--- src/design/iak_pkg.sv ---
////////////////////////////////////////////////////////////////////////////////
// shared constants for the arbiter and the core end
package iak_pkg;

  // device register map, byte addresses on the core's register port
  localparam logic [15:0] SYS_CTRL_ADDR   = 16'hffc4;  // system_control_reg
  localparam logic [15:0] SENSE_ADDR      = 16'hffc6;  // ext_sense_control
  localparam logic [15:0] ENABLE_ADDR     = 16'hffc7;  // ext_enable_control
  localparam logic [15:0] KEY_MASK_ADDR   = 16'hfff1;  // key_sense_mask

  // reset values
  localparam logic [7:0]  SYS_CTRL_RESET  = 8'h09;     // bit3 reads one, bit2 edge select zero
  localparam logic [7:0]  SENSE_RESET     = 8'hb8;     // all sense bits level
  localparam logic [7:0]  ENABLE_RESET    = 8'hb8;     // all lines disabled
  localparam logic [7:0]  KEY_MASK_RESET  = 8'hff;     // all keys blocked

  // writable bit masks
  localparam logic [7:0]  SYS_CTRL_WMASK  = 8'hf7;     // bit3 read only
  localparam logic [7:0]  GROUP_WMASK     = 8'h47;     // bits 0..2 and 6

  // field positions
  localparam int          NMI_EDGE_BIT    = 2;         // nonmask_edge_select
  localparam int          KEY_GROUP_BIT   = 6;         // key_group_sense_sel / key_group_enable
  localparam int          MASK_FLAG_BIT   = 7;         // global mask flag in condition_code_reg

  // vector numbers
  localparam logic [5:0]  VEC_NMI         = 6'h03;
  localparam logic [5:0]  VEC_LINE0       = 6'h04;
  localparam logic [5:0]  VEC_KEY_GROUP   = 6'h0a;
  localparam logic [5:0]  VEC_INT_BASE    = 6'h11;     // 17, internal sources 0..19
  localparam logic [5:0]  VEC_INT_LAST    = 6'h2c;     // 44, internal source 20
  localparam int          INT_SOURCES     = 21;
  localparam int          KEY_INPUTS      = 8;

  // core end: avalon word indices
  localparam logic [2:0]  AV_CMD          = 3'h0;
  localparam logic [2:0]  AV_PC           = 3'h1;
  localparam logic [2:0]  AV_CCR          = 3'h2;
  localparam logic [2:0]  AV_SP           = 3'h3;
  localparam logic [2:0]  AV_DEV_ADDR     = 3'h4;
  localparam logic [2:0]  AV_DEV_DATA     = 3'h5;
  localparam logic [2:0]  AV_LAST_VEC     = 3'h6;

  // command bits
  localparam int          CMD_INSTR_END   = 0;
  localparam int          CMD_CCR_MOD     = 1;
  localparam int          CMD_RETURN      = 2;

  // core end reset values
  localparam logic [7:0]  CCR_RESET       = 8'h80;     // mask flag set after reset
  localparam logic [15:0] SP_RESET        = 16'hff80;
  localparam logic [15:0] PC_RESET        = 16'h0000;

endpackage

--- src/design/iak_link_if.sv ---
`timescale 1ns/1ps
`default_nettype none
////////////////////////////////////////////////////////////////////////////////
// link between the interrupt arbiter and the processor core end
interface iak_link_if;
  logic        regWr;       // register write pulse, core
  logic        regRd;       // register read pulse, core
  logic [15:0] regAddr;     // register address, core
  logic [7:0]  regWdata;    // register write data, core
  logic [7:0]  regRdata;    // register read data, arbiter
  logic        regRdValid;  // read data valid pulse, arbiter
  logic        irqReq;      // request to the core, arbiter
  logic [5:0]  irqVector;   // winning vector number, arbiter
  logic        irqAck;      // request taken pulse, core
  logic [5:0]  ackVector;   // vector that was taken, core
  logic        maskFlag;    // global mask flag, core

  modport dev  (input regWr, regRd, regAddr, regWdata, irqAck, ackVector, maskFlag,
                output regRdata, regRdValid, irqReq, irqVector);
  modport core (output regWr, regRd, regAddr, regWdata, irqAck, ackVector, maskFlag,
                input regRdata, regRdValid, irqReq, irqVector);
endinterface
`default_nettype wire

--- src/design/iak_core_end.sv ---
`timescale 1ns/1ps
`default_nettype none
////////////////////////////////////////////////////////////////////////////////
// processor core end: takes requests, stacks, vectors, returns
module iak_core_end
  import iak_pkg::*;
(
  input  wire logic        clk,              // system clock
  input  wire logic        nrst,             // async reset, active low
  iak_link_if.core         link,             // arbiter side
  input  wire logic [2:0]  avsAddress,       // avalon word index
  input  wire logic        avsRead,          // avalon read
  input  wire logic        avsWrite,         // avalon write
  input  wire logic [31:0] avsWritedata,     // avalon write data
  output logic [31:0]      avsReaddata,      // avalon read data
  output logic             avsWaitrequest,   // avalon waitrequest
  output logic             stackWe,          // stack word write pulse
  output logic [15:0]      stackAddr,        // stack word address
  output logic [15:0]      stackData,        // stack word data
  output logic             vecRd,            // vector table read pulse
  output logic [15:0]      vecAddr,          // vector table address
  input  wire logic [15:0] vecData           // table entry, cycle after vecRd
);
  import iak_pkg::*;

  //////////////////////////////////////////////////////////////////////////////
  // state
  typedef enum logic [2:0] {IDLE, PUSH_PC, PUSH_CCR, FETCH, TBL_WAIT, LOAD} iak_seq_type;

  typedef struct packed {
    iak_seq_type seq;         // sequence state
    logic [15:0] pc;          // program counter
    logic [7:0]  condition_code_reg;         // condition_code_reg
    logic [15:0] sp;          // stack pointer
    logic [15:0] stkPc;       // last stacked counter
    logic [15:0] stkCcrW;     // last stacked condition word
    logic [5:0]  lastVec;     // latched vector
    logic [15:0] devAddr;     // device register address
    logic        devBusy;     // device read in flight
    logic        wait_;       // waitrequest
    logic [31:0] rdata;       // avalon read data
    logic        regWr;       // link write pulse
    logic        regRd;       // link read pulse
    logic [7:0]  regWdata;    // link write data
    logic        irqAck;      // link ack pulse
    logic        stackWe;     // stack write pulse
    logic [15:0] stackAddr;   // stack address
    logic [15:0] stackData;   // stack data
    logic        vecRd;       // table read pulse
    logic [15:0] vecAddr;     // table address
  } iak_core_state_type;

  iak_core_state_type cur_ff;  // registered state
  iak_core_state_type nxt_ff;  // next state

  //////////////////////////////////////////////////////////////////////////////
  // next state
  always_comb
  begin
    logic [31:0] rdMux;       // plain register read value
    rdMux  = '0;
    nxt_ff = cur_ff;
    nxt_ff.regWr   = 1'b0;
    nxt_ff.regRd   = 1'b0;
    nxt_ff.irqAck  = 1'b0;
    nxt_ff.stackWe = 1'b0;
    nxt_ff.vecRd   = 1'b0;

    case (avsAddress)
      AV_CMD:      rdMux = {30'h0, cur_ff.seq != IDLE, cur_ff.condition_code_reg[MASK_FLAG_BIT]};
      AV_PC:       rdMux = {16'h0, cur_ff.pc};
      AV_CCR:      rdMux = {24'h0, cur_ff.condition_code_reg};
      AV_SP:       rdMux = {16'h0, cur_ff.sp};
      AV_DEV_ADDR: rdMux = {16'h0, cur_ff.devAddr};
      AV_LAST_VEC: rdMux = {26'h0, cur_ff.lastVec};
      default:     rdMux = 32'h0;  // unmapped reads zero
    endcase

    // avalon: waitrequest drops one cycle, the access completes there
    if (!cur_ff.wait_)
    begin
      nxt_ff.wait_ = 1'b1;
      if (avsWrite)
      begin
        case (avsAddress)
          AV_CMD:
          begin
            if (avsWritedata[CMD_RETURN] && cur_ff.seq == IDLE)
            begin
              nxt_ff.condition_code_reg = cur_ff.stkCcrW[15:8];
              nxt_ff.pc  = cur_ff.stkPc;
              nxt_ff.sp  = cur_ff.sp + 16'h0004;
            end
            else if (avsWritedata[CMD_INSTR_END] && !avsWritedata[CMD_CCR_MOD] &&
                     cur_ff.seq == IDLE && link.irqReq)
            begin
              nxt_ff.seq     = PUSH_PC;
              nxt_ff.lastVec = link.irqVector;
              nxt_ff.irqAck  = 1'b1;
            end
          end
          AV_PC:       nxt_ff.pc      = avsWritedata[15:0];
          AV_CCR:      nxt_ff.condition_code_reg     = avsWritedata[7:0];
          AV_SP:       nxt_ff.sp      = avsWritedata[15:0];
          AV_DEV_ADDR: nxt_ff.devAddr = avsWritedata[15:0];
          AV_DEV_DATA:
          begin
            nxt_ff.regWr    = 1'b1;
            nxt_ff.regWdata = avsWritedata[7:0];
          end
          default:     ;  // unmapped write ignored
        endcase
      end
    end
    else if (avsRead && avsAddress == AV_DEV_DATA)
    begin
      // device read goes over the link and waits for its answer
      if (!cur_ff.devBusy)
      begin
        nxt_ff.devBusy = 1'b1;
        nxt_ff.regRd   = 1'b1;
      end
      else if (link.regRdValid)
      begin
        nxt_ff.devBusy = 1'b0;
        nxt_ff.rdata   = {24'h0, link.regRdata};
        nxt_ff.wait_   = 1'b0;
      end
    end
    else if (avsRead || avsWrite)
    begin
      nxt_ff.rdata = rdMux;
      nxt_ff.wait_ = 1'b0;
    end

    // interrupt sequence
    case (cur_ff.seq)
      IDLE:     ;
      PUSH_PC:
      begin
        nxt_ff.stackWe   = 1'b1;
        nxt_ff.stackAddr = cur_ff.sp - 16'h0002;
        nxt_ff.stackData = cur_ff.pc;
        nxt_ff.stkPc     = cur_ff.pc;
        nxt_ff.sp        = cur_ff.sp - 16'h0002;
        nxt_ff.seq       = PUSH_CCR;
      end
      PUSH_CCR:
      begin
        nxt_ff.stackWe   = 1'b1;
        nxt_ff.stackAddr = cur_ff.sp - 16'h0002;
        nxt_ff.stackData = {cur_ff.condition_code_reg, cur_ff.condition_code_reg};
        nxt_ff.stkCcrW   = {cur_ff.condition_code_reg, cur_ff.condition_code_reg};
        nxt_ff.sp        = cur_ff.sp - 16'h0002;
        nxt_ff.condition_code_reg[MASK_FLAG_BIT] = 1'b1;
        nxt_ff.seq       = FETCH;
      end
      FETCH:
      begin
        nxt_ff.vecRd   = 1'b1;
        nxt_ff.vecAddr = {9'h000, cur_ff.lastVec, 1'b0};
        nxt_ff.seq     = TBL_WAIT;
      end
      // table entry arrives a cycle after the read strobe
      TBL_WAIT: nxt_ff.seq = LOAD;
      LOAD:
      begin
        nxt_ff.pc  = vecData;
        nxt_ff.seq = IDLE;
      end
      default:  nxt_ff.seq = IDLE;
    endcase
  end

  //////////////////////////////////////////////////////////////////////////////
  // state register
  always_ff @(posedge clk or negedge nrst)
  begin
    if (!nrst)
    begin
      cur_ff       <= '0;
      cur_ff.seq   <= IDLE;
      cur_ff.pc    <= PC_RESET;
      cur_ff.condition_code_reg   <= CCR_RESET;
      cur_ff.sp    <= SP_RESET;
      cur_ff.wait_ <= 1'b1;
    end
    else
    begin
      cur_ff <= nxt_ff;
    end
  end

  //////////////////////////////////////////////////////////////////////////////
  // outputs straight from flops
  assign link.regWr     = cur_ff.regWr;
  assign link.regRd     = cur_ff.regRd;
  assign link.regAddr   = cur_ff.devAddr;
  assign link.regWdata  = cur_ff.regWdata;
  assign link.irqAck    = cur_ff.irqAck;
  assign link.ackVector = cur_ff.lastVec;
  assign link.maskFlag  = cur_ff.condition_code_reg[MASK_FLAG_BIT];
  assign avsReaddata    = cur_ff.rdata;
  assign avsWaitrequest = cur_ff.wait_;
  assign stackWe        = cur_ff.stackWe;
  assign stackAddr      = cur_ff.stackAddr;
  assign stackData      = cur_ff.stackData;
  assign vecRd          = cur_ff.vecRd;
  assign vecAddr        = cur_ff.vecAddr;

endmodule
`default_nettype wire

--- src/flat_wrapper.sv ---
// flat-port wrapper written by rule: the top's interface ports become plain ports
module iak_core_end_flat import iak_pkg::*;
  (clk, nrst, avsAddress, avsRead, avsWrite, avsWritedata, avsReaddata, avsWaitrequest, stackWe, stackAddr, stackData, vecRd, vecAddr, vecData, link_regWr, link_regRd, link_regAddr, link_regWdata, link_irqAck, link_ackVector, link_maskFlag, link_regRdata, link_regRdValid, link_irqReq, link_irqVector);
  iak_link_if link_i ();
  input  wire logic clk;
  input  wire logic nrst;
  input  wire logic [2:0] avsAddress;
  input  wire logic avsRead;
  input  wire logic avsWrite;
  input  wire logic [31:0] avsWritedata;
  output logic [31:0] avsReaddata;
  output logic avsWaitrequest;
  output logic stackWe;
  output logic [15:0] stackAddr;
  output logic [15:0] stackData;
  output logic vecRd;
  output logic [15:0] vecAddr;
  input  wire logic [15:0] vecData;
  output wire logic [$bits(link_i.regWr)-1:0] link_regWr;
  output wire logic [$bits(link_i.regRd)-1:0] link_regRd;
  output wire logic [$bits(link_i.regAddr)-1:0] link_regAddr;
  output wire logic [$bits(link_i.regWdata)-1:0] link_regWdata;
  output wire logic [$bits(link_i.irqAck)-1:0] link_irqAck;
  output wire logic [$bits(link_i.ackVector)-1:0] link_ackVector;
  output wire logic [$bits(link_i.maskFlag)-1:0] link_maskFlag;
  input wire logic [$bits(link_i.regRdata)-1:0] link_regRdata;
  input wire logic [$bits(link_i.regRdValid)-1:0] link_regRdValid;
  input wire logic [$bits(link_i.irqReq)-1:0] link_irqReq;
  input wire logic [$bits(link_i.irqVector)-1:0] link_irqVector;
  assign link_regWr = link_i.regWr;
  assign link_regRd = link_i.regRd;
  assign link_regAddr = link_i.regAddr;
  assign link_regWdata = link_i.regWdata;
  assign link_irqAck = link_i.irqAck;
  assign link_ackVector = link_i.ackVector;
  assign link_maskFlag = link_i.maskFlag;
  assign link_i.regRdata = link_regRdata;
  assign link_i.regRdValid = link_regRdValid;
  assign link_i.irqReq = link_irqReq;
  assign link_i.irqVector = link_irqVector;
  iak_core_end u_core (.clk(clk), .nrst(nrst), .link(link_i), .avsAddress(avsAddress), .avsRead(avsRead), .avsWrite(avsWrite), .avsWritedata(avsWritedata), .avsReaddata(avsReaddata), .avsWaitrequest(avsWaitrequest), .stackWe(stackWe), .stackAddr(stackAddr), .stackData(stackData), .vecRd(vecRd), .vecAddr(vecAddr), .vecData(vecData));
endmodule
--- config.mk ---
export PLATFORM = sky130hd
export DESIGN_NAME = iak_core_end_flat
export DESIGN_NICKNAME = d
export VERILOG_FILES = /design/src/design/iak_pkg.sv /design/src/design/iak_link_if.sv /design/src/design/iak_core_end.sv /design/src/flat_wrapper.sv
export SDC_FILE = /design/constraint.sdc
export NUM_CORES = 1
export LEC_CHECK = 0
export BUFFER_PORTS_ARGS = -buffer_cell sky130_fd_sc_hd__buf_4
export CORE_MARGIN = 2
export CORE_UTILIZATION = 35
export CTS_CLUSTER_SIZE = 40
export DETAILED_ROUTE_END_ITERATION = 8
export PLACE_DENSITY_LB_ADDON = 0.08
export SYNTH_ARGS = -nofsm -noshare
export SYNTH_HDL_FRONTEND = slang
export SYNTH_SLANG_ARGS = --single-unit
--- constraint.sdc ---
create_clock -name clk -period 2.01 [get_ports clk]
set_input_delay 0.201 -clock clk [delete_from_list [all_inputs] [get_ports clk]]
set_output_delay 0.201 -clock clk [all_outputs]
set_load 0.005 [all_outputs]
==> Yosys cells after proc, flatten, opt, wreduce, memory -nomap -nowiden <==
Index checks and enable logic that the tools add are counted.
{ "word_totals": {"ff_bits": 182, "in_bits": 71, "output_inout_bits": 117} }
{ "op_classes": {"addsub": 2, "n_eq_ne": 25, "mux": 33, "bitwise_logic": 2, "n_reduce_logical": 30} }
{ "op_table": {"columns": ["op", "n"], "rows": [
  ["33-bit two-way mux", 3],
  ["16-bit case mux with 6 select lines", 1],
  ["43-bit two-way mux", 2],
  ["33-bit case mux with 2 select lines", 1],
  ["16-bit case mux with 2 select lines", 2],
  ["40-bit two-way mux", 1],
  ["34-bit two-way mux", 1],
  ["16-bit two-way mux", 2],
  ["4-bit AND reduction", 5],
  ["2-bit != test, second input constant", 9],
  ["17-bit two-way mux", 1],
  ["16-bit by 3-bit adder with 16-bit output, second input constant", 1],
  ["8-bit case mux with 2 select lines", 1],
  ["16-bit by 2-bit subtractor with 16-bit output, second input constant", 1],
  ["3-bit == test, second input constant", 5],
  ["3-bit case mux with 5 select lines", 1],
  ["1-bit two-way mux", 14],
  ["3-bit by 2-bit == test with 1-bit output, second input constant", 4],
  ["2-bit nonzero test", 6],
  ["3-bit nonzero test", 4],
  ["5-bit AND reduction", 2],
  ["3-bit two-way mux", 3],
  ["3-bit by 1-bit == test with 1-bit output, second input constant", 2],
  ["3-bit zero test", 2],
  ["other kinds (10)", 18]
]} }

==> Longest topological paths before layout <==
Gate-level depths: netlist of run 1.
{ "logic_depth": {"depth_word": 10, "mapped_depth": 8, "mapped_depth_nobuf": 7} }

==> Worst setup path after synthesis of run 1 <==
No wires, ideal clock.
{ "synth_path": {"path_type": "register -> register", "startpoint": "register u_core.cur_ff[159] (netlist name)", "endpoint": "register u_core.cur_ff[164] (netlist name)", "setup_ns": 0.080, "arrival_ns": 1.739, "slack_ns": 0.191, "path_stages_with_launch": 7, "cell_sequence": "dfstp_2 > clkbuf_2 > nand4_1 > nor4_1 > and3_1 > o31ai_1 > o221a_2"} }
{ "synth_between": {"elab_chain_cells": 6, "elab_cells_between_ends": 7, "classes_between": "add/sub (2); mux (5)"} }
{ "synth_rtl": {"columns": ["item", "line", "rtl"], "rows": [
  ["from (decl)", "iak_core_end.sv:53", "iak_core_state_type cur_ff;"],
  ["from (signal assigned)", "iak_core_end.sv:190", "cur_ff <= nxt_ff;"],
  ["16-bit by 3-bit adder with 16-bit output", "iak_core_end.sv:92", "nxt_ff.sp = cur_ff.sp + 16'h0004;"],
  ["40-bit two-way mux", "iak_core_end.sv:88", "if (avsWritedata[CMD_RETURN] && cur_ff.seq == IDLE)"],
  ["16-bit case mux with 2 select lines", "iak_core_end.sv:85", "case (avsAddress)"],
  ["43-bit two-way mux", "iak_core_end.sv:83", "if (avsWrite)"],
  ["43-bit two-way mux", "iak_core_end.sv:80", "if (!cur_ff.wait_)"],
  ["16-bit two-way mux (*)", null, null]
]} }
Mark *: on every way between the ends. The rest lies on a longest branch, timed or not. The select of a mux whose other input is x is not followed.
A chain may end at the register's enable or synchronous reset.

==> Worst setup path in the final report of run 1 <==
{ "layout_path": {"startpoint": "register u_core.cur_ff[189] (netlist name)", "endpoint": "register u_core.cur_ff[156] (netlist name)"} }
{ "layout_between": {"elab_chain_cells": 4, "elab_cells_between_ends": 11, "classes_between": "eq/ne (4); mux (1); reduce/logical (6)"} }
{ "layout_rtl": {"columns": ["item", "line", "rtl"], "rows": [
  ["3-bit by 1-bit == test with 1-bit output (tied with other cells)", "iak_core_end.sv:137", "case (cur_ff.seq)"],
  ["2-bit OR reduction (no line) / 1-bit logical AND (equally long branches)", null, null],
  ["3-bit by 2-bit != test with 1-bit output (no line) (tied with other cells)", null, null],
  ["4-bit AND reduction (no line)", null, null]
]} }
Parallel ways exist; a longest one is shown, timed or not.

==> results of run 1 <==
[per-layer routing]
layer  up-vias  track usage [%]  part of all wire (%)
li1       3386                -                     -
met1      3373             29.8                    49
met2       207             29.1                    44
met3        16             4.14                   6.2
met4         0             4.98                   1.1
met5         -                0                     0
[repair_timing]
| action | in CTS | in global routing |
|---|---|---|
| gates resized for setup | 0 | 7 |
| setup endpoints to repair | 0 | 11 |
| hold buffers | 18 | 0 |
| hold endpoints to repair | 58 | 0 |
[worst reg2reg max path, stage by stage (launching register included)]
cell     delay [ns]
dfrtp_1        0.47
xnor2_2        0.19
or2_1          0.29
inv_1          0.29
nor3_2         0.09
buf_4          0.19
o32a_1         0.16
nor3_1         0.19
[stage by stage]
| stage | hold WS [ns] | util, % | setup TNS [ns] | instance area [um2] | setup WS [ns] |
|---|---|---|---|---|---|
| 2_1_floorplan | -0.0946 | - | 0 | 9110 | 0.191 |
| 3_5_place_dp | 0.213 | 40.0 | 0 | 10100 | 0.0953 |
| 6_report | 0.0242 | 43.2 | 0 | 10900 | 0.0800 |
| 4_1_cts | 0.0114 | 43.1 | 0 | 10900 | 0.0728 |
| 3_3_place_gp | 0.216 | 40.0 | 0 | 10100 | 0.105 |
| 5_1_grt | 0.0246 | 43.2 | -0.00581 | 10900 | -0.00581 |
[state kept, by name, summed over array words and instances (netlist names), 6 cells and up]
signal,cells
u_core.link.regWdata,8
u_core.stackAddr,16
u_core.link.ackVector,6
u_core.vecAddr,6
u_core.link.regAddr,16
u_core.stackData,16
u_core.avsReaddata,16
u_core.cur_ff,67
[cell usage after synthesis, types with 16 or more instances]
library cell	count	area (um2)
buf_2	21	105
buf_4	112	841
inv_1	26	97.6
xnor2_1	16	140
o22ai_1	23	144
nor2_1	83	312
a21oi_1	87	435
dfrtp_1	147	3680
mux2i_1	40	400
o21ai_0	47	235
clkbuf_1	37	139
nor3_1	27	135
mux2_2	61	687
nand2_1	82	308
[final timing paths]
| path | to | slack (ns) | cells past startpoint |
|---|---|---|---|
| worst max-delay path | u_core.cur_ff[156] | 0.08 | 7 |
| worst min-delay path | u_core.cur_ff[187] | 0.02 | 3 |
| worst max register to register | u_core.cur_ff[156] | 0.08 | 7 |
| worst min register to register | u_core.link.regRd | 0.47 | 1 |
| max in group asynchronous | u_core.cur_ff[156] | 1.03 | 3 |
| min in group asynchronous | u_core.vecAddr[6] | 0.29 | 2 |
[power groups by stage]
stage	combinational, mW	sequential (mW)	clock [mW]
2_1_floorplan	4.81	4.91	0
3_3_place_gp	6.34	5.43	0
3_5_place_dp	6.39	5.45	0
4_1_cts	6.44	5.39	3.51
5_1_grt	7.19	5.54	3.65
6_report	6.44	5.40	3.42
[kinds of logic after synthesis]
group	count (synthesis)	synth area share [%]
compound gates	222	14.9
xor+xnor	21	2.04
fa+ha+maj	4	0.555
buf+inv	202	13.5
flops	158	44.0
mux	101	12.1
other cells	1	0.0416
simple gates	250	12.9
[layout make-up]
type	instances	share of cell area, %
inverter	27	0.929
tap	330	3.78
multi-input combinational	624	36.3
sequential	158	36.4
timing repair buffer	223	17.0
clock buffer	20	4.18
clock inverter	12	1.47
==> flow_metrics.tcl, run 1 <==
set metrics [dict create \
    min_from "vecData[14]" \
    grt_max_degree 53 \
    die_h_um 165 \
    gp_congestion 0.844 \
    dp_hpwl_um 19500 \
    worstMarginPinSlew_ns 0.587 \
    slew-limit-headroom_pct 60.9 \
    root_buffer "clkbuf_16" \
    p_per_area_nw_per_um2 1400 \
    design_power_total_mw 15.3 \
    setup_viol 0 \
    track_usage_pct 19.9 \
    worstPathArrival_ns 2.28 \
    p_sw_share_pct 37.9 \
    path_delay_family "simple AND/OR/NAND/NOR gates" \
    clockBufferDepth 2 \
    multiInputGateArea_um2 3960 \
    final_cell_mix "buf_4, dfrtp_1, a21oi_1" \
    holdCritPathClass "in2reg" \
    clock_sinks 158 \
    ys_types 68 \
    peakVddDrop_uv 559 \
    critical_path_buf_inv_count 2 \
    numCtsBuffers 17 \
    ant_nets 0 \
    p_int_mw 9.47 \
    portBuffers 145 \
    rsz0062_at_grt "yes" \
    fin_nets 1126 \
    synthToLayoutAreaGrowth_pct 21.0 \
    synth_edf_count 0 \
    path_cells "xnor2_2 > or2_1 > inv_1 > nor3_2 > buf_4 > o32a_1 > nor3_1" \
    cpPeakStageDelay_ns 0.47 \
    final-seq-area_um2 3970 \
    required_ns 2.36 \
    syn_inst 959 \
    synthArstFlopShare_pct 100 \
    power.switching_mw 5.79 \
    final_common_cell "buf_4" \
    startpoint "u_core.cur_ff[189]" \
    die_width_um 165 \
    ys_seq_area_share_pct 44.0 \
    die_area_um2 27100 \
    grt_pass1_wl_um 40300 \
    status "finished clean" \
    drive_gt1_share_pct 30.6 \
    cts_setup_buffers 0 \
    cp-start-kind "register" \
    max-cap-violations 0 \
    htree_levels 4 \
    slowest_stage "dfrtp_1" \
    vias 6982 \
    antenna_found_initial 0 \
    p_clk_share_pct 22.4 \
    wl_per_cell_um 18.9 \
    drt_pass1_iterations 5 \
    hold_viol 0 \
    critPathKind "reg2reg" \
    critPathMaxFanout 8 \
    rr_startpoint "u_core.cur_ff[189]" \
    grt_pass1_vias 6652 \
    grt_overflow_total 0 \
    syn-mean-instance-area_um2 9.41 \
    drc 0 \
    pwr-share-comb_pct 42.2 \
    cts_tree "built" \
    ios 188 \
    clk_latency_ns 0.43 \
    drt-initial-drc-count 519 \
    routed_wl_um 26300 \
    synth-seq-cells 158 \
    fin_crit_sh_pct 96.0 \
    pwr-share-seq_pct 35.4 \
    clkSlewWorstSetupHoldPaths_ns 0.07 \
    placementRows 58 \
    antenna_cells 0 \
    skew_ns 0.0130 \
    nFillCells 2494 \
    placedCellCount 1344 \
    synth_ff_type "dfrtp_1" \
    synth_area_um2 9020 \
    worstSetupEndpointType "register" \
    fmaxAchievable_mhz 518 \
    start_util_pct 35.7 \
    final_cells 1394 \
    fin_crit_ns 1.93 \
    p_leak_nw 4.98 \
    ys_warn_count 0 \
    viasPerCell 5.01 \
    coreArea_um2 25300 \
    finalMaxSlewViolations 0 \
]
Power figures use the tool's default switching activity.
==> run 2: changes to the inputs <==
Settings changed: CORE_MARGIN 2 to 5, PLACE_DENSITY from default to 0.54, PLACE_DENSITY_LB_ADDON 0.08 to default.
==> flow_metrics.tcl, run 2 (synthesized netlist as in run 1, its figures left out) <==
set metrics [dict create \
    antenna_found_initial 0 \
    die_h_um 171 \
    cpPeakStageDelay_ns 0.63 \
    tns_ns 0 \
    root_buffer "clkbuf_16" \
    path_cells "nand4_1 > nor4_1 > buf_4 > a311oi_1 > o21ai_0 > o221a_2" \
    p_leak_nw 4.91 \
    finalMaxSlewViolations 0 \
    cp.depth 6 \
    antenna_cells 0 \
    final_cells 1384 \
    routed_wl_um 26300 \
    start_util_pct 35.7 \
    postLayoutCoreUtil_pct 42.7 \
    final_cell_mix "buf_4, dfrtp_1, a21oi_1" \
    drive_gt1_share_pct 30.1 \
    coreArea_um2 25300 \
    final_common_cell "buf_4" \
    worstPathArrival_ns 2.28 \
    p_clk_share_pct 23.2 \
    clkSlewWorstSetupHoldPaths_ns 0.06 \
    grt_pass1_wl_um 41000 \
    clock_sinks 158 \
    synthToLayoutAreaGrowth_pct 19.5 \
    wl_per_cell_um 19.0 \
    placedCellCount 1336 \
    regMostFlops "u_core.cur_ff" \
    die_area_um2 29100 \
    track_usage_pct 18.2 \
    holdCritPathClass "in2reg" \
    grt_pass1_vias 6884 \
    drt-initial-drc-count 555 \
    ant_nets 0 \
    required_ns 2.38 \
    fin_nets 1117 \
    fmaxAchievable_mhz 524 \
    p_int_mw 9.48 \
    ios 188 \
    power.switching_mw 5.68 \
    reg2reg_depth 6 \
    design_power_total_mw 15.2 \
    status "finished clean" \
    critical_path_buf_inv_count 1 \
    worstMarginPinSlew_ns 0.559 \
    clockBufferDepth 2 \
    path_delay_family "simple AND/OR/NAND/NOR gates" \
    hold_depth 3 \
    worstSetupEndpointType "register" \
    grt_overflow_total 0 \
    grt_max_degree 54 \
    die_width_um 171 \
    cp-start-kind "register" \
    pwr-share-comb_pct 41.6 \
    numCtsBuffers 17 \
    fin_crit_ns 1.91 \
    pwr-share-seq_pct 35.3 \
    rsz0062_at_grt "no" \
    clk_latency_ns 0.43 \
    placementRows 58 \
    post-place-ws_ns 0.0267 \
    largest_reg_flops 67 \
    drt_pass1_iterations 5 \
    drc 0 \
    viasPerCell 5.07 \
    critPathKind "reg2reg" \
    cts_setup_buffers 0 \
    p_per_area_nw_per_um2 1410 \
    hold_viol 0 \
    vias 7016 \
    slowest_stage "dfstp_2" \
    gp_congestion 0.878 \
    slew-limit-headroom_pct 62.7 \
    peakVddDrop_uv 615 \
    portBuffers 145 \
    critPathMaxFanout 8 \
    setup_viol 0 \
    dp_hpwl_um 19400 \
    max-cap-violations 0 \
    fin_crit_sh_pct 95.0 \
    p_sw_share_pct 37.5 \
    htree_levels 4 \
    cts_tree "built" \
    skew_ns 0.0104 \
    setup_ws_ns 0.101 \
]
-- run 2: cell count changes in the layout (fill, tap and decap cells not counted), sizes merged --
cell	before	now
clkinv	5	2
bufinv	3	4
buf	205	197
dlygate4sd3	18	17
clkbuf	20	22
inv	30	29
-- run 2: metrics by stage --
step,hold slack [ns],cell area (um2)
after CTS,0.00225,10800
after floorplan,-0.0946,9110
after global placement,0.188,9950
final,0.0177,10800
after detailed placement,0.187,9950
after global routing,0.00236,10800
-- run 2: metal layers --
layer,global-route usage [%],share of wire [%],vias to the layer above
met5,0,0,-
met4,4.34,1.2,0
met3,3.10,5.1,22
met2,28.1,45,200
met1,26.8,48,3428
li1,-,-,3366
-- run 2: repair_timing --
action | in CTS | in global routing
gates resized for setup | 0 | 6
endpoints found under the setup margin | 0 | 43
hold endpoints to repair | 59 | 0
hold buffers | 17 | 0
-- run 2: power groups by stage --
stage	clock, mW	sequential, mW	combinational (mW)
after global placement	0	5.38	6.21
after global routing	3.74	5.49	7.06
after CTS	3.61	5.35	6.34
after floorplan	0	4.91	4.81
after detailed placement	0	5.41	6.29
final	3.52	5.35	6.30
-- run 2: final timing paths --
path,from,end,slack (ns)
worst min-delay path,vecData[1],u_core.cur_ff[174],0.02
worst min register to register,u_core.cur_ff[94],u_core.link.regRd,0.47
max in group asynchronous,nrst,u_core.avsWaitrequest,1.00
min in group asynchronous,nrst,u_core.stackData[14],0.30
worst max register to register,u_core.cur_ff[156],u_core.cur_ff[164],0.10
worst max-delay path,u_core.cur_ff[156],u_core.cur_ff[164],0.10
-- run 2: final cells by class --
class / count / area, um2
Clock buffer: 22 / 474
Clock inverter: 9 / 159
Fill cell: 2530 / 14500
Inverter: 27 / 101
Multi-Input combinational cell: 624 / 3950
Sequential cell: 158 / 3970
Tap cell: 330 / 413
Timing Repair Buffer: 214 / 1710
-- run 2: tightest hold or removal path: stages --
cell,delay (ns)
buf_4,0.09
nand2_1,0.05
o21ai_0,0.06
